File: config.mk
export PLATFORM = sky130hd
export DESIGN_NAME = host_timers
export DESIGN_NICKNAME = d
export VERILOG_FILES = /design/src/core/host_timers_pkg.sv /design/src/core/halfword_if.sv /design/src/core/halfword_steer.sv /design/src/core/host_timers.sv
export SDC_FILE = /design/constraint.sdc
export NUM_CORES = 1
export LEC_CHECK = 0
export BUFFER_PORTS_ARGS = -buffer_cell sky130_fd_sc_hd__buf_2
export CAP_MARGIN = 20
export CORE_MARGIN = 4
export CORE_UTILIZATION = 52
export CTS_BUF_LIST = sky130_fd_sc_hd__clkbuf_4 sky130_fd_sc_hd__clkbuf_8 sky130_fd_sc_hd__clkbuf_16
export DETAILED_ROUTE_END_ITERATION = 8
export HOLD_SLACK_MARGIN = 0.1
export PLACE_DENSITY = 0.76
export SKIP_LAST_GASP = 1
export SLEW_MARGIN = 20
export SYNTH_ARGS = -nofsm -noshare
export SYNTH_HDL_FRONTEND = slang
export SYNTH_SLANG_ARGS = --single-unit
File: constraint.sdc
create_clock -name CLK_IN -period 2.1 [get_ports CLK_IN]
set_input_delay 0.105 -clock CLK_IN [delete_from_list [all_inputs] [get_ports CLK_IN]]
set_output_delay 0.105 -clock CLK_IN [all_outputs]
set_load 0.005 [all_outputs]
File: src/core/host_timers_pkg.sv
// constants shared by the host timer and halfword-order register bank
package host_timers_pkg;
	// register byte offsets
	localparam logic [7:0] GPT_CONFIG_OFS = 8'h8c;
	localparam logic [7:0] GPT_COUNT_OFS = 8'h90;
	localparam logic [7:0] HALF_ORDER_OFS = 8'h98;
	localparam logic [7:0] TICK_COUNT_OFS = 8'h9c;
	localparam logic [7:0] INT_STATUS_OFS = 8'hb0;
	localparam logic [7:0] INT_MASK_OFS = 8'hb4;
	localparam logic [7:0] CONTROL_OFS = 8'hb8;
	// field positions
	localparam int TIMER_RUN_BIT = 29;
	localparam int PRELOAD_MSB = 15;
	localparam int BUS16_BIT = 0;
	localparam int TIMER_INT_BIT = 0;
	localparam int TICK_WRAP_INT_BIT = 1;
	localparam int INT_BITS = 2;
	// reset values, swap order and tick limit
	localparam logic [15:0] PRELOAD_RESET = 16'hffff;
	localparam logic [15:0] COUNT_RESET = 16'hffff;
	localparam logic [31:0] HALF_ORDER_RESET = 32'h00000000;
	localparam logic [31:0] HALF_ORDER_SWAP = 32'hffffffff;
	localparam logic [31:0] TICK_RESET = 32'h00000000;
	localparam logic [31:0] TICK_MAX = 32'hffffffff;
	// timing
	localparam int CLK_PERIOD_NS = 40;
	localparam int TICK_CLEAR_NS = 160;
	localparam int TICK_CLEAR_CYCLES = (TICK_CLEAR_NS / CLK_PERIOD_NS) < 1 ? 1
		: TICK_CLEAR_NS / CLK_PERIOD_NS;
endpackage : host_timers_pkg

File: src/core/halfword_if.sv
// carries a 16-bit halfword access between the bank and the halfword steering unit
`timescale 1ns/10ps
interface halfword_if;
	logic addr_bit1;
	logic bus16;
	logic [31:0] order;
	logic high_half;
	modport bank (output addr_bit1, output bus16, output order, input high_half);
	modport steer (input addr_bit1, input bus16, input order, output high_half);
endinterface : halfword_if

File: src/core/halfword_steer.sv
// decides which halfword of a 32-bit register a 16-bit host access reaches
`timescale 1ns/10ps
module halfword_steer (
	halfword_if.steer hw
);
	// in 16-bit mode all ones reverses the pairing, any other value keeps address bit one as the high half; 32-bit mode always takes the low half
	always_comb begin
		if (!hw.bus16) begin
			hw.high_half = 1'b0;
		end else if (hw.order == host_timers_pkg::HALF_ORDER_SWAP) begin
			hw.high_half = ~hw.addr_bit1;
		end else begin
			hw.high_half = hw.addr_bit1;
		end
	end
endmodule : halfword_steer

File: src/core/host_timers.sv
// general purpose timer, free-running tick counter and halfword order over APB
//
// What this block does
// running timer paces periodic host interrupts
// writing one to bit 29 starts timer
// cleared run bit halts the count
// run falling edge forces preload to ones
// preload bits 15:0, rw, resets ones
// count register shows present count, ones after reset
// decrement, at zero flag and reload
// halfword order matters in 16-bit mode only
// 32-bit bus keeps natural halfword lanes
// other orders: address bit one is high
// all ones order: address bit one is low
// transmit path sends low halfword first
// receive path stores low halfword first
// tick counter from zero, one per cycle
// tick counter wraps to zero
// first 16-bit read latches whole count
// tick counter clears within 160 ns
// tick counter runs in every power state
//
// Decided for this implementation: the APB register port.
`timescale 1ns/10ps
module host_timers (
	// clock and reset
	input wire logic CLK_IN,
	input wire logic ARST_N_IN,
	// apb slave
	input wire logic PSEL_IN,
	input wire logic PENABLE_IN,
	input wire logic PWRITE_IN,
	input wire logic [7:0] PADDR_IN,
	input wire logic [31:0] PWDATA_IN,
	output logic [31:0] PRDATA_OUT,
	output logic PREADY_OUT,
	output logic PSLVERR_OUT,
	// transmit data path, one 32-bit fifo word split into two halfwords
	input wire logic TX_WORD_VALID_IN,
	input wire logic [31:0] TX_WORD_IN,
	output logic TX_WORD_READY_OUT,
	output logic TX_HALF_VALID_OUT,
	output logic [15:0] TX_HALF_OUT,
	// receive data path, two halfwords packed into one fifo word
	input wire logic RX_HALF_VALID_IN,
	input wire logic [15:0] RX_HALF_IN,
	output logic RX_WORD_VALID_OUT,
	output logic [31:0] RX_WORD_OUT,
	// interrupt
	output logic IRQ_OUT
);
	typedef struct packed {
		logic timer_run;
		logic [15:0] preload;
		logic [15:0] count;
		logic [31:0] half_order;
		logic [31:0] tick;
		logic [31:0] tick_latch;
		logic tick_latched;
		logic [2:0] clear_cnt;
		logic bus16;
		logic [1:0] int_status;
		logic [1:0] int_mask;
		logic [31:0] rdata;
		logic tx_busy;
		logic tx_second;
		logic [15:0] tx_high;
		logic [15:0] tx_half;
		logic tx_half_valid;
		logic rx_have_low;
		logic [15:0] rx_low;
		logic [31:0] rx_word;
		logic rx_word_valid;
	} state_s;

	state_s cur_reg;
	state_s nxt_next;

	halfword_if hw ();

	halfword_steer u_steer (
		.hw(hw.steer)
	);

	logic setup;
	logic access;
	logic wr;
	logic rd;
	logic mapped;
	logic [31:0] wdata32;
	logic [31:0] rd_word;
	logic [15:0] rd_half;
	logic [31:0] tick_view;

	assign setup = PSEL_IN & ~PENABLE_IN;
	assign access = PSEL_IN & PENABLE_IN;
	// zero-wait slave: every access phase completes in its first cycle
	assign wr = access & PWRITE_IN;
	// read side effects go with the data capture in the setup cycle, so no event slips between
	assign rd = setup & ~PWRITE_IN;
	assign mapped = PADDR_IN[7:2] == host_timers_pkg::GPT_CONFIG_OFS[7:2]
		|| PADDR_IN[7:2] == host_timers_pkg::GPT_COUNT_OFS[7:2]
		|| PADDR_IN[7:2] == host_timers_pkg::HALF_ORDER_OFS[7:2]
		|| PADDR_IN[7:2] == host_timers_pkg::TICK_COUNT_OFS[7:2]
		|| PADDR_IN[7:2] == host_timers_pkg::INT_STATUS_OFS[7:2]
		|| PADDR_IN[7:2] == host_timers_pkg::INT_MASK_OFS[7:2]
		|| PADDR_IN[7:2] == host_timers_pkg::CONTROL_OFS[7:2];

	assign hw.addr_bit1 = PADDR_IN[1];
	assign hw.bus16 = cur_reg.bus16;
	assign hw.order = cur_reg.half_order;

	// the tick counter reads as zero until the post-reset clear window has passed
	assign tick_view = (cur_reg.clear_cnt != 3'h0) ? host_timers_pkg::TICK_RESET
		: cur_reg.tick;

	// full register value at the addressed word
	always_comb begin
		rd_word = 32'h00000000;
		case (PADDR_IN[7:2])
			host_timers_pkg::GPT_CONFIG_OFS[7:2]: begin
				rd_word[host_timers_pkg::TIMER_RUN_BIT] = cur_reg.timer_run;
				rd_word[host_timers_pkg::PRELOAD_MSB:0] = cur_reg.preload;
			end
			host_timers_pkg::GPT_COUNT_OFS[7:2]: begin
				rd_word[15:0] = cur_reg.count;
			end
			host_timers_pkg::HALF_ORDER_OFS[7:2]: begin
				rd_word = cur_reg.half_order;
			end
			host_timers_pkg::TICK_COUNT_OFS[7:2]: begin
				// second halfword of a 16-bit pair returns the held capture
				rd_word = (cur_reg.bus16 && cur_reg.tick_latched) ? cur_reg.tick_latch
					: tick_view;
			end
			host_timers_pkg::INT_STATUS_OFS[7:2]: begin
				rd_word[1:0] = cur_reg.int_status;
			end
			host_timers_pkg::INT_MASK_OFS[7:2]: begin
				rd_word[1:0] = cur_reg.int_mask;
			end
			host_timers_pkg::CONTROL_OFS[7:2]: begin
				rd_word[host_timers_pkg::BUS16_BIT] = cur_reg.bus16;
			end
			default: begin
				rd_word = 32'h00000000;
			end
		endcase
	end

	assign rd_half = hw.high_half ? rd_word[31:16] : rd_word[15:0];

	// write data seen as a full word; a 16-bit write touches only the steered half
	always_comb begin
		if (cur_reg.bus16) begin
			wdata32 = hw.high_half ? {PWDATA_IN[15:0], rd_word[15:0]}
				: {rd_word[31:16], PWDATA_IN[15:0]};
		end else begin
			wdata32 = PWDATA_IN;
		end
	end

	always_comb begin
		logic timer_event;
		logic wrap_event;
		logic [1:0] events;
		timer_event = 1'b0;
		wrap_event = 1'b0;
		events = 2'b00;
		nxt_next = cur_reg;

		// tick counter: no power-state input gates it
		nxt_next.tick = cur_reg.tick + 32'h00000001;
		wrap_event = cur_reg.tick == host_timers_pkg::TICK_MAX;
		if (cur_reg.clear_cnt != 3'h0) begin
			nxt_next.clear_cnt = cur_reg.clear_cnt - 3'h1;
		end

		// general purpose timer
		if (cur_reg.timer_run) begin
			if (cur_reg.count == 16'h0000) begin
				nxt_next.count = cur_reg.preload;
				timer_event = 1'b1;
			end else begin
				nxt_next.count = cur_reg.count - 16'h0001;
			end
		end

		// register writes
		if (wr) begin
			case (PADDR_IN[7:2])
				host_timers_pkg::GPT_CONFIG_OFS[7:2]: begin
					nxt_next.timer_run = wdata32[host_timers_pkg::TIMER_RUN_BIT];
					nxt_next.preload = wdata32[host_timers_pkg::PRELOAD_MSB:0];
					if (!cur_reg.timer_run && wdata32[host_timers_pkg::TIMER_RUN_BIT]) begin
						nxt_next.count = wdata32[host_timers_pkg::PRELOAD_MSB:0];
					end
					if (cur_reg.timer_run && !wdata32[host_timers_pkg::TIMER_RUN_BIT]) begin
						nxt_next.preload = host_timers_pkg::PRELOAD_RESET;
					end
				end
				host_timers_pkg::HALF_ORDER_OFS[7:2]: begin
					nxt_next.half_order = wdata32;
				end
				host_timers_pkg::INT_MASK_OFS[7:2]: begin
					nxt_next.int_mask = wdata32[1:0];
				end
				host_timers_pkg::CONTROL_OFS[7:2]: begin
					nxt_next.bus16 = wdata32[host_timers_pkg::BUS16_BIT];
				end
				default: begin
				end
			endcase
		end

		// 16-bit tick reads: first latches, second releases
		if (rd && PADDR_IN[7:2] == host_timers_pkg::TICK_COUNT_OFS[7:2] && cur_reg.bus16) begin
			if (cur_reg.tick_latched) begin
				nxt_next.tick_latched = 1'b0;
			end else begin
				nxt_next.tick_latch = tick_view;
				nxt_next.tick_latched = 1'b1;
			end
		end

		// read data held in a flop, sampled by the master at the access edge
		if (setup) begin
			nxt_next.rdata = cur_reg.bus16 ? {16'h0000, rd_half} : rd_word;
		end

		// sticky status: read clears, a same-cycle event still sets
		events[host_timers_pkg::TIMER_INT_BIT] = timer_event;
		events[host_timers_pkg::TICK_WRAP_INT_BIT] = wrap_event;
		if (rd && PADDR_IN[7:2] == host_timers_pkg::INT_STATUS_OFS[7:2]) begin
			nxt_next.int_status = events;
		end else begin
			nxt_next.int_status = cur_reg.int_status | events;
		end

		// transmit: low halfword leaves first, order setting plays no part
		nxt_next.tx_half_valid = 1'b0;
		if (cur_reg.tx_busy) begin
			nxt_next.tx_half = cur_reg.tx_high;
			nxt_next.tx_half_valid = 1'b1;
			nxt_next.tx_busy = 1'b0;
		end else if (TX_WORD_VALID_IN) begin
			nxt_next.tx_half = TX_WORD_IN[15:0];
			nxt_next.tx_high = TX_WORD_IN[31:16];
			nxt_next.tx_half_valid = 1'b1;
			nxt_next.tx_busy = 1'b1;
		end

		// receive: first halfword is the low half
		nxt_next.rx_word_valid = 1'b0;
		if (RX_HALF_VALID_IN) begin
			if (cur_reg.rx_have_low) begin
				nxt_next.rx_word = {RX_HALF_IN, cur_reg.rx_low};
				nxt_next.rx_word_valid = 1'b1;
				nxt_next.rx_have_low = 1'b0;
			end else begin
				nxt_next.rx_low = RX_HALF_IN;
				nxt_next.rx_have_low = 1'b1;
			end
		end
	end

	always_ff @(posedge CLK_IN or negedge ARST_N_IN) begin
		if (!ARST_N_IN) begin
			cur_reg <= '0;
			cur_reg.preload <= host_timers_pkg::PRELOAD_RESET;
			cur_reg.count <= host_timers_pkg::COUNT_RESET;
			cur_reg.half_order <= host_timers_pkg::HALF_ORDER_RESET;
			cur_reg.tick <= host_timers_pkg::TICK_RESET;
			cur_reg.clear_cnt <= 3'(host_timers_pkg::TICK_CLEAR_CYCLES);
		end else begin
			cur_reg <= nxt_next;
		end
	end

	assign PRDATA_OUT = cur_reg.rdata;
	assign PREADY_OUT = 1'b1;
	assign PSLVERR_OUT = access & ~mapped;
	assign TX_WORD_READY_OUT = ~cur_reg.tx_busy;
	assign TX_HALF_VALID_OUT = cur_reg.tx_half_valid;
	assign TX_HALF_OUT = cur_reg.tx_half;
	assign RX_WORD_VALID_OUT = cur_reg.rx_word_valid;
	assign RX_WORD_OUT = cur_reg.rx_word;
	assign IRQ_OUT = |(cur_reg.int_status & cur_reg.int_mask);
endmodule : host_timers

; ---- Word-level counts from Yosys, hierarchy flattened
; Cells that the tools add are included.
[totals]
inputBits = 95
register_bits = 254
[op_classes]
n_reduce_logical = 26
mux = 32
bitwise = 14
n_eq_ne = 9
n_addsub = 3
[ops]
columns = operator, n
row1 = 32-bit 2-to-1 mux, 6
row2 = 16-bit 2-to-1 mux, 6
row3 = 32-bit equality test (second input constant), 2
row4 = 14-bit case mux with 4 select lines, 1
row5 = 48-bit 2-to-1 mux, 1
row6 = 6-bit equality test (second input constant), 7
row7 = 17-bit 2-to-1 mux, 2
row8 = 32-bit by 1-bit adder with 32-bit output (second input constant), 1
row9 = 13-bit case mux with 2 select lines, 1
row10 = 16-bit zero test, 1
row11 = 2-bit AND reduction, 8
row12 = 16-bit by 1-bit subtractor with 16-bit output (second input constant), 1
row13 = 1-bit 2-to-1 mux, 10
row14 = 1-bit NOT, 7
row15 = 1-bit case mux with 7 select lines, 1
row16 = 1-bit logical AND, 6
row17 = 1-bit logical OR, 6
row18 = 1-bit case mux with 6 select lines, 1
row19 = 1-bit bitwise AND, 5
row20 = 2-bit case mux with 2 select lines, 1
row21 = 1-bit case mux with 3 select lines, 1
row22 = 3-bit nonzero test, 1
row23 = 3-bit by 1-bit subtractor with 3-bit output (second input constant), 1
row24 = 2-bit bitwise AND, 1
row25 = other kinds (5), 6

; ---- Depth between registers and ports, before layout
[depth]
depth_word = 10
depth_mapped = 11
ltp_nobuf = 9

; ---- Cells and area by module
; From an unflattened synthesis, not the netlist that was laid out.
[hier_totals]
cells_unflattened = 1338
hier_area_um2 = 12976.2
[modules_own_cells]
columns = mod, area_per_inst_um2, n_inst, seq_area_each_um2, cells_each
row1 = host_timers, 12889.9, 1, 6397.4, 1324
row2 = halfword_steer, 86.3, 1, 0.0, 14

; ---- Worst setup path before layout
; No wires, ideal clock.
[synth_path]
kind = reg-to-reg
from = register cur_reg[222] (netlist name)
to = register cur_reg[222] (netlist name)
setup_slack_ns = -0.056
arrival_time_ns = 2.051
stages_incl_launch_ff = 11
required_time_ns = 1.995
path_buffers = 2
setup_time_ns = 0.105
cell_sequence = dfstp_2 -> inv_1 -> ha_1 -> nor3b_1 -> nand4_1 -> or3_1 -> buf_2 -> buf_2 -> a211oi_1 -> a311oi_1 -> o41ai_1
[synth_rtl]
columns = item, line
row1 = "start, declared", host_timers.sv:76  ; state_s cur_reg;
row2 = "start signal, assigned", host_timers.sv:276  ; cur_reg <= nxt_next;

; ---- Worst setup path after layout
[layout_path]
from = register cur_reg (netlist bit hw.order[19])
to = register cur_reg (netlist bit PRDATA_OUT[12])
[layout_between]
elab_chain_cells = 5
[layout_lines]
columns = item, line
row1 = 32-bit equality test, halfword_steer.sv:10  ; end else if (hw.order == host_timers_pkg::HALF_ORDER_SWAP) begin
row2 = 1-bit 2-to-1 mux, halfword_steer.sv:10
row3 = 1-bit 2-to-1 mux, halfword_steer.sv:8  ; if (!hw.bus16) begin
row4 = 16-bit 2-to-1 mux, host_timers.sv:151  ; assign rd_half = hw.high_half ? rd_word[31:16] : rd_word[15:0];
row5 = 32-bit 2-to-1 mux, host_timers.sv:228  ; nxt_next.rdata = cur_reg.bus16 ? {16'h0000, rd_half} : rd_word;
; No other way between the ends.
; A chain may end at the register's enable or synchronous reset.

==> qor.txt <==
status = finished with violations
failing checks = setup timing
Max Clock Skew = 16.6 ps
CP Launch Type = register
# IOs = 181
syn_nets = 1407
post-route DRC violation count = 0
final hold vios = 0
Synth area leader = dfrtp_1
die area = 27200 um^2
placed cell count = 1811
first-pass GRT wire length = 64100 um
Mapped Area = 12800 um^2
measured slew at the worst slew-check pin = 610 ps
Setup TNS = -5110 ps
fill cell instance count of the final layout = 1553
Detail Route Antenna Nets = 0
layout cells sized above 1 = 0.373
Layout Nets = 1721
Clock transition at path regs = 70 ps
Initial Util = 0.528
Rows = 57
Slew Limit Fails = 0
CP max FO = 7
Max Cap Viol = 0
P_leak = 7.76 nW
Final setup viols = 63
via count = 11.9k
fmax = 417 MHz
WL/cell = 22.3 um
core area = 24200 um^2
total grt overflow = 0
main area contributors after synthesis = dfrtp_1, mux2_2, dfstp_2
DP Area = 14600 um^2
Power Density = 799 nW/um^2
R2R Path End = PRDATA_OUT[12]$_DFFE_PN0P_
largest net degree at the start of global routing = 66
unrepaired setup endpoints after global routing = yes
min Tclk post-route = 2400 ps
Post-Synthesis Cells = 1307
CP Data Required Time = 2520 ps
Synth warnings = 0
initial antenna violation count = 3
max reg flops = 139
Reg2Reg Depth = 9
crit share post-route = 1.14
RePlAce Congestion = 0.920
CTS Buffer Depth = 3
worst min-delay path class = primary input to asynchronous set/reset pin
Placement Setup Slack = -176 ps
Root Buffer = clkbuf_16
Avg Vias per Cell = 6.03
Final Cell Area = 17100 um^2
DR iter-0 viols = 1504
Max H-tree Level = 1
clock tree sinks = 254
worst skew pair latency = 540 ps
ys async rst share = 1.00
total track usage = 0.300
slew margin rel. = 0.594
HPWL Detailed = 26100 um
Worst Path Arrival = 2820 ps
vias in the first global route = 11.7k
reg2reg start = hw.order[19]$_DFFE_PN0P_
TritonRoute pass-1 iters = 7
top cell type's share of synthesized area = 0.432
Mapped Avg Cell Area = 9.79 um^2
Crit. End Element = register
CTS tree = built
Post-synth top flop = dfrtp_1
Die X = 165 um
VDD IR max = 0.783 mV
post-route insts no fill = 1966
Seq/Total Area, Yosys = 0.500
Area Growth Syn to Fin = 33.8%
post-route setup slack = -298 ps
Post-synth EDFFs = 0
final WL = 43900 um
Util after Layout = 0.706
Yosys cell types = 68
setup slack, reg-to-reg = -300 ps
IO buf count = 178
Vert. Die Dim = 165 um
Setup Crit Path Kind = register to register
CTS buffer count = 26
synthesized flop and latch total = 254
[kinds of logic (layout without fill, tap and decap cells)]
group / Yosys count / after routing / synth area share
other: 1 / 2 / 0.000293
xor gates and xnor gates: 33 / 33 / 0.0226
DFF: 254 / 254 / 0.500
adders and majority gates: 5 / 5 / 0.00489
muxes: 113 / 113 / 0.0962
and+or+nand+nor: 420 / 420 / 0.154
AOI/OAI and AO/OA: 303 / 303 / 0.144
buffers and inverters: 178 / 512 / 0.0784
[worst max-delay path by stage]
| stage | startpoint | to | cells after the start |
|---|---|---|---|
| 6_report | hw.order[19]$_DFFE_PN0P_ | PRDATA_OUT[12]$_DFFE_PN0P_ | 9 |
| 5_1_grt | hw.order[23]$_DFFE_PN0P_ | PRDATA_OUT[12]$_DFFE_PN0P_ | 9 |
| 4_1_cts | cur_reg[122]$_DFFE_PN0P_ | cur_reg[252]$_DFFE_PN1P_ | 10 |
| 3_5_place_dp | hw.order[18]$_DFFE_PN0P_ | hw.order[15]$_DFFE_PN0P_ | 8 |
| 3_3_place_gp | hw.order[18]$_DFFE_PN0P_ | hw.order[12]$_DFFE_PN0P_ | 8 |
| 2_1_floorplan | cur_reg[222]$_DFF_PN1_ | cur_reg[222]$_DFF_PN1_ | 10 |
[what timing repair did]
item / 4_1_cts / 5_1_grt
pin swaps: 7 / 32
hold endpoints to repair: 347 / 0
setup buffers: 5 / 11
hold buffers: 85 / 0
setup endpoints to repair: 69 / 92
gates resized for setup: 30 / 88
cloned: 2 / 4
[cells in the final DEF, fill, tap and decap left out, types with 10 or more instances in the layout]
master           n
nand2_1        199
o21ai_0         79
a31oi_1         17
nand3_1         41
nor2_1          63
dfrtp_1        219
o211ai_1        16
o22ai_1         10
mux2_2          79
dfstp_2         33
clkbuf_16       30
inv_1           12
dlygate4sd3_1   85
mux2i_1         31
nand2b_1        15
a21oi_2         19
o21a_1          14
buf_4          156
o21ai_4         12
buf_12          17
a21oi_1         59
buf_2          177
a222oi_1        14
xnor2_1         24
and3_1          26
nand4_1         18
o21ai_1         25
[metrics by stage]
| stage | hold slack, ps | power, mW |
|---|---|---|
| after floorplan | -191 | 7.56 |
| after global placement | 78.8 | 7.99 |
| after global routing | 156 | 14.1 |
| after detailed placement | 76.4 | 8.12 |
| after CTS | 105 | 13.4 |
| final | 110 | 13.7 |
[worst max-delay path, stage by stage, from the launching register on]
cell and delay, ps:
dfrtp_1 360, nand4_1 200, nor4_2 310, buf_4 200, nand3_2 90, o21ai_4 160
buf_12 170, buf_12 130, mux2_2 360, o21ai_1 290
[layout make-up]
class	instances	area (um^2)	area share
Clock inverter	7	149	0.00870
Clock buffer	41	820	0.0479
Sequential cell	254	6400	0.374
Multi-Input combinational cell	875	5780	0.338
Tap cell	324	405	0.0237
Timing Repair Buffer	449	3510	0.205
Antenna cell	1	2.50	0.000146
Inverter	15	56.3	0.00329
[synth_stat cells, types with 6 or more instances]
master and number:
a21oi_1 68, a21oi_2 11, a222oi_1 14, a31oi_1 17
and3_1 27, buf_1 9, buf_2 13, buf_4 83
clkbuf_1 57, dfrtp_1 221, dfstp_2 33, inv_1 14
mux2_2 80, mux2i_1 33, nand2_1 205, nand2b_1 16
nand3_1 43, nand4_1 18, nor2_1 64, nor2b_1 7
nor3_1 6, o211ai_1 16, o21a_1 14, o21ai_0 107
o21ai_1 18, o22ai_1 10, xnor2_1 24, xor2_1 9
[report_power, final]
group	switching, mW	internal, mW
Clock	2.04	3.17
Sequential	0.473	5.62
Combinational	1.13	1.25
Total	3.64	10.0
[per-layer routing]
metal / global-route usage / up-vias / wire (um)
met5: 0 / - / 26
met4: 0.125 / 4 / 1990
met3: 0.0749 / 175 / 4890
met2: 0.490 / 829 / 20800
met1: 0.381 / 5704 / 16100
li1: - / 5145 / -
Power figures use the tool's default switching activity.
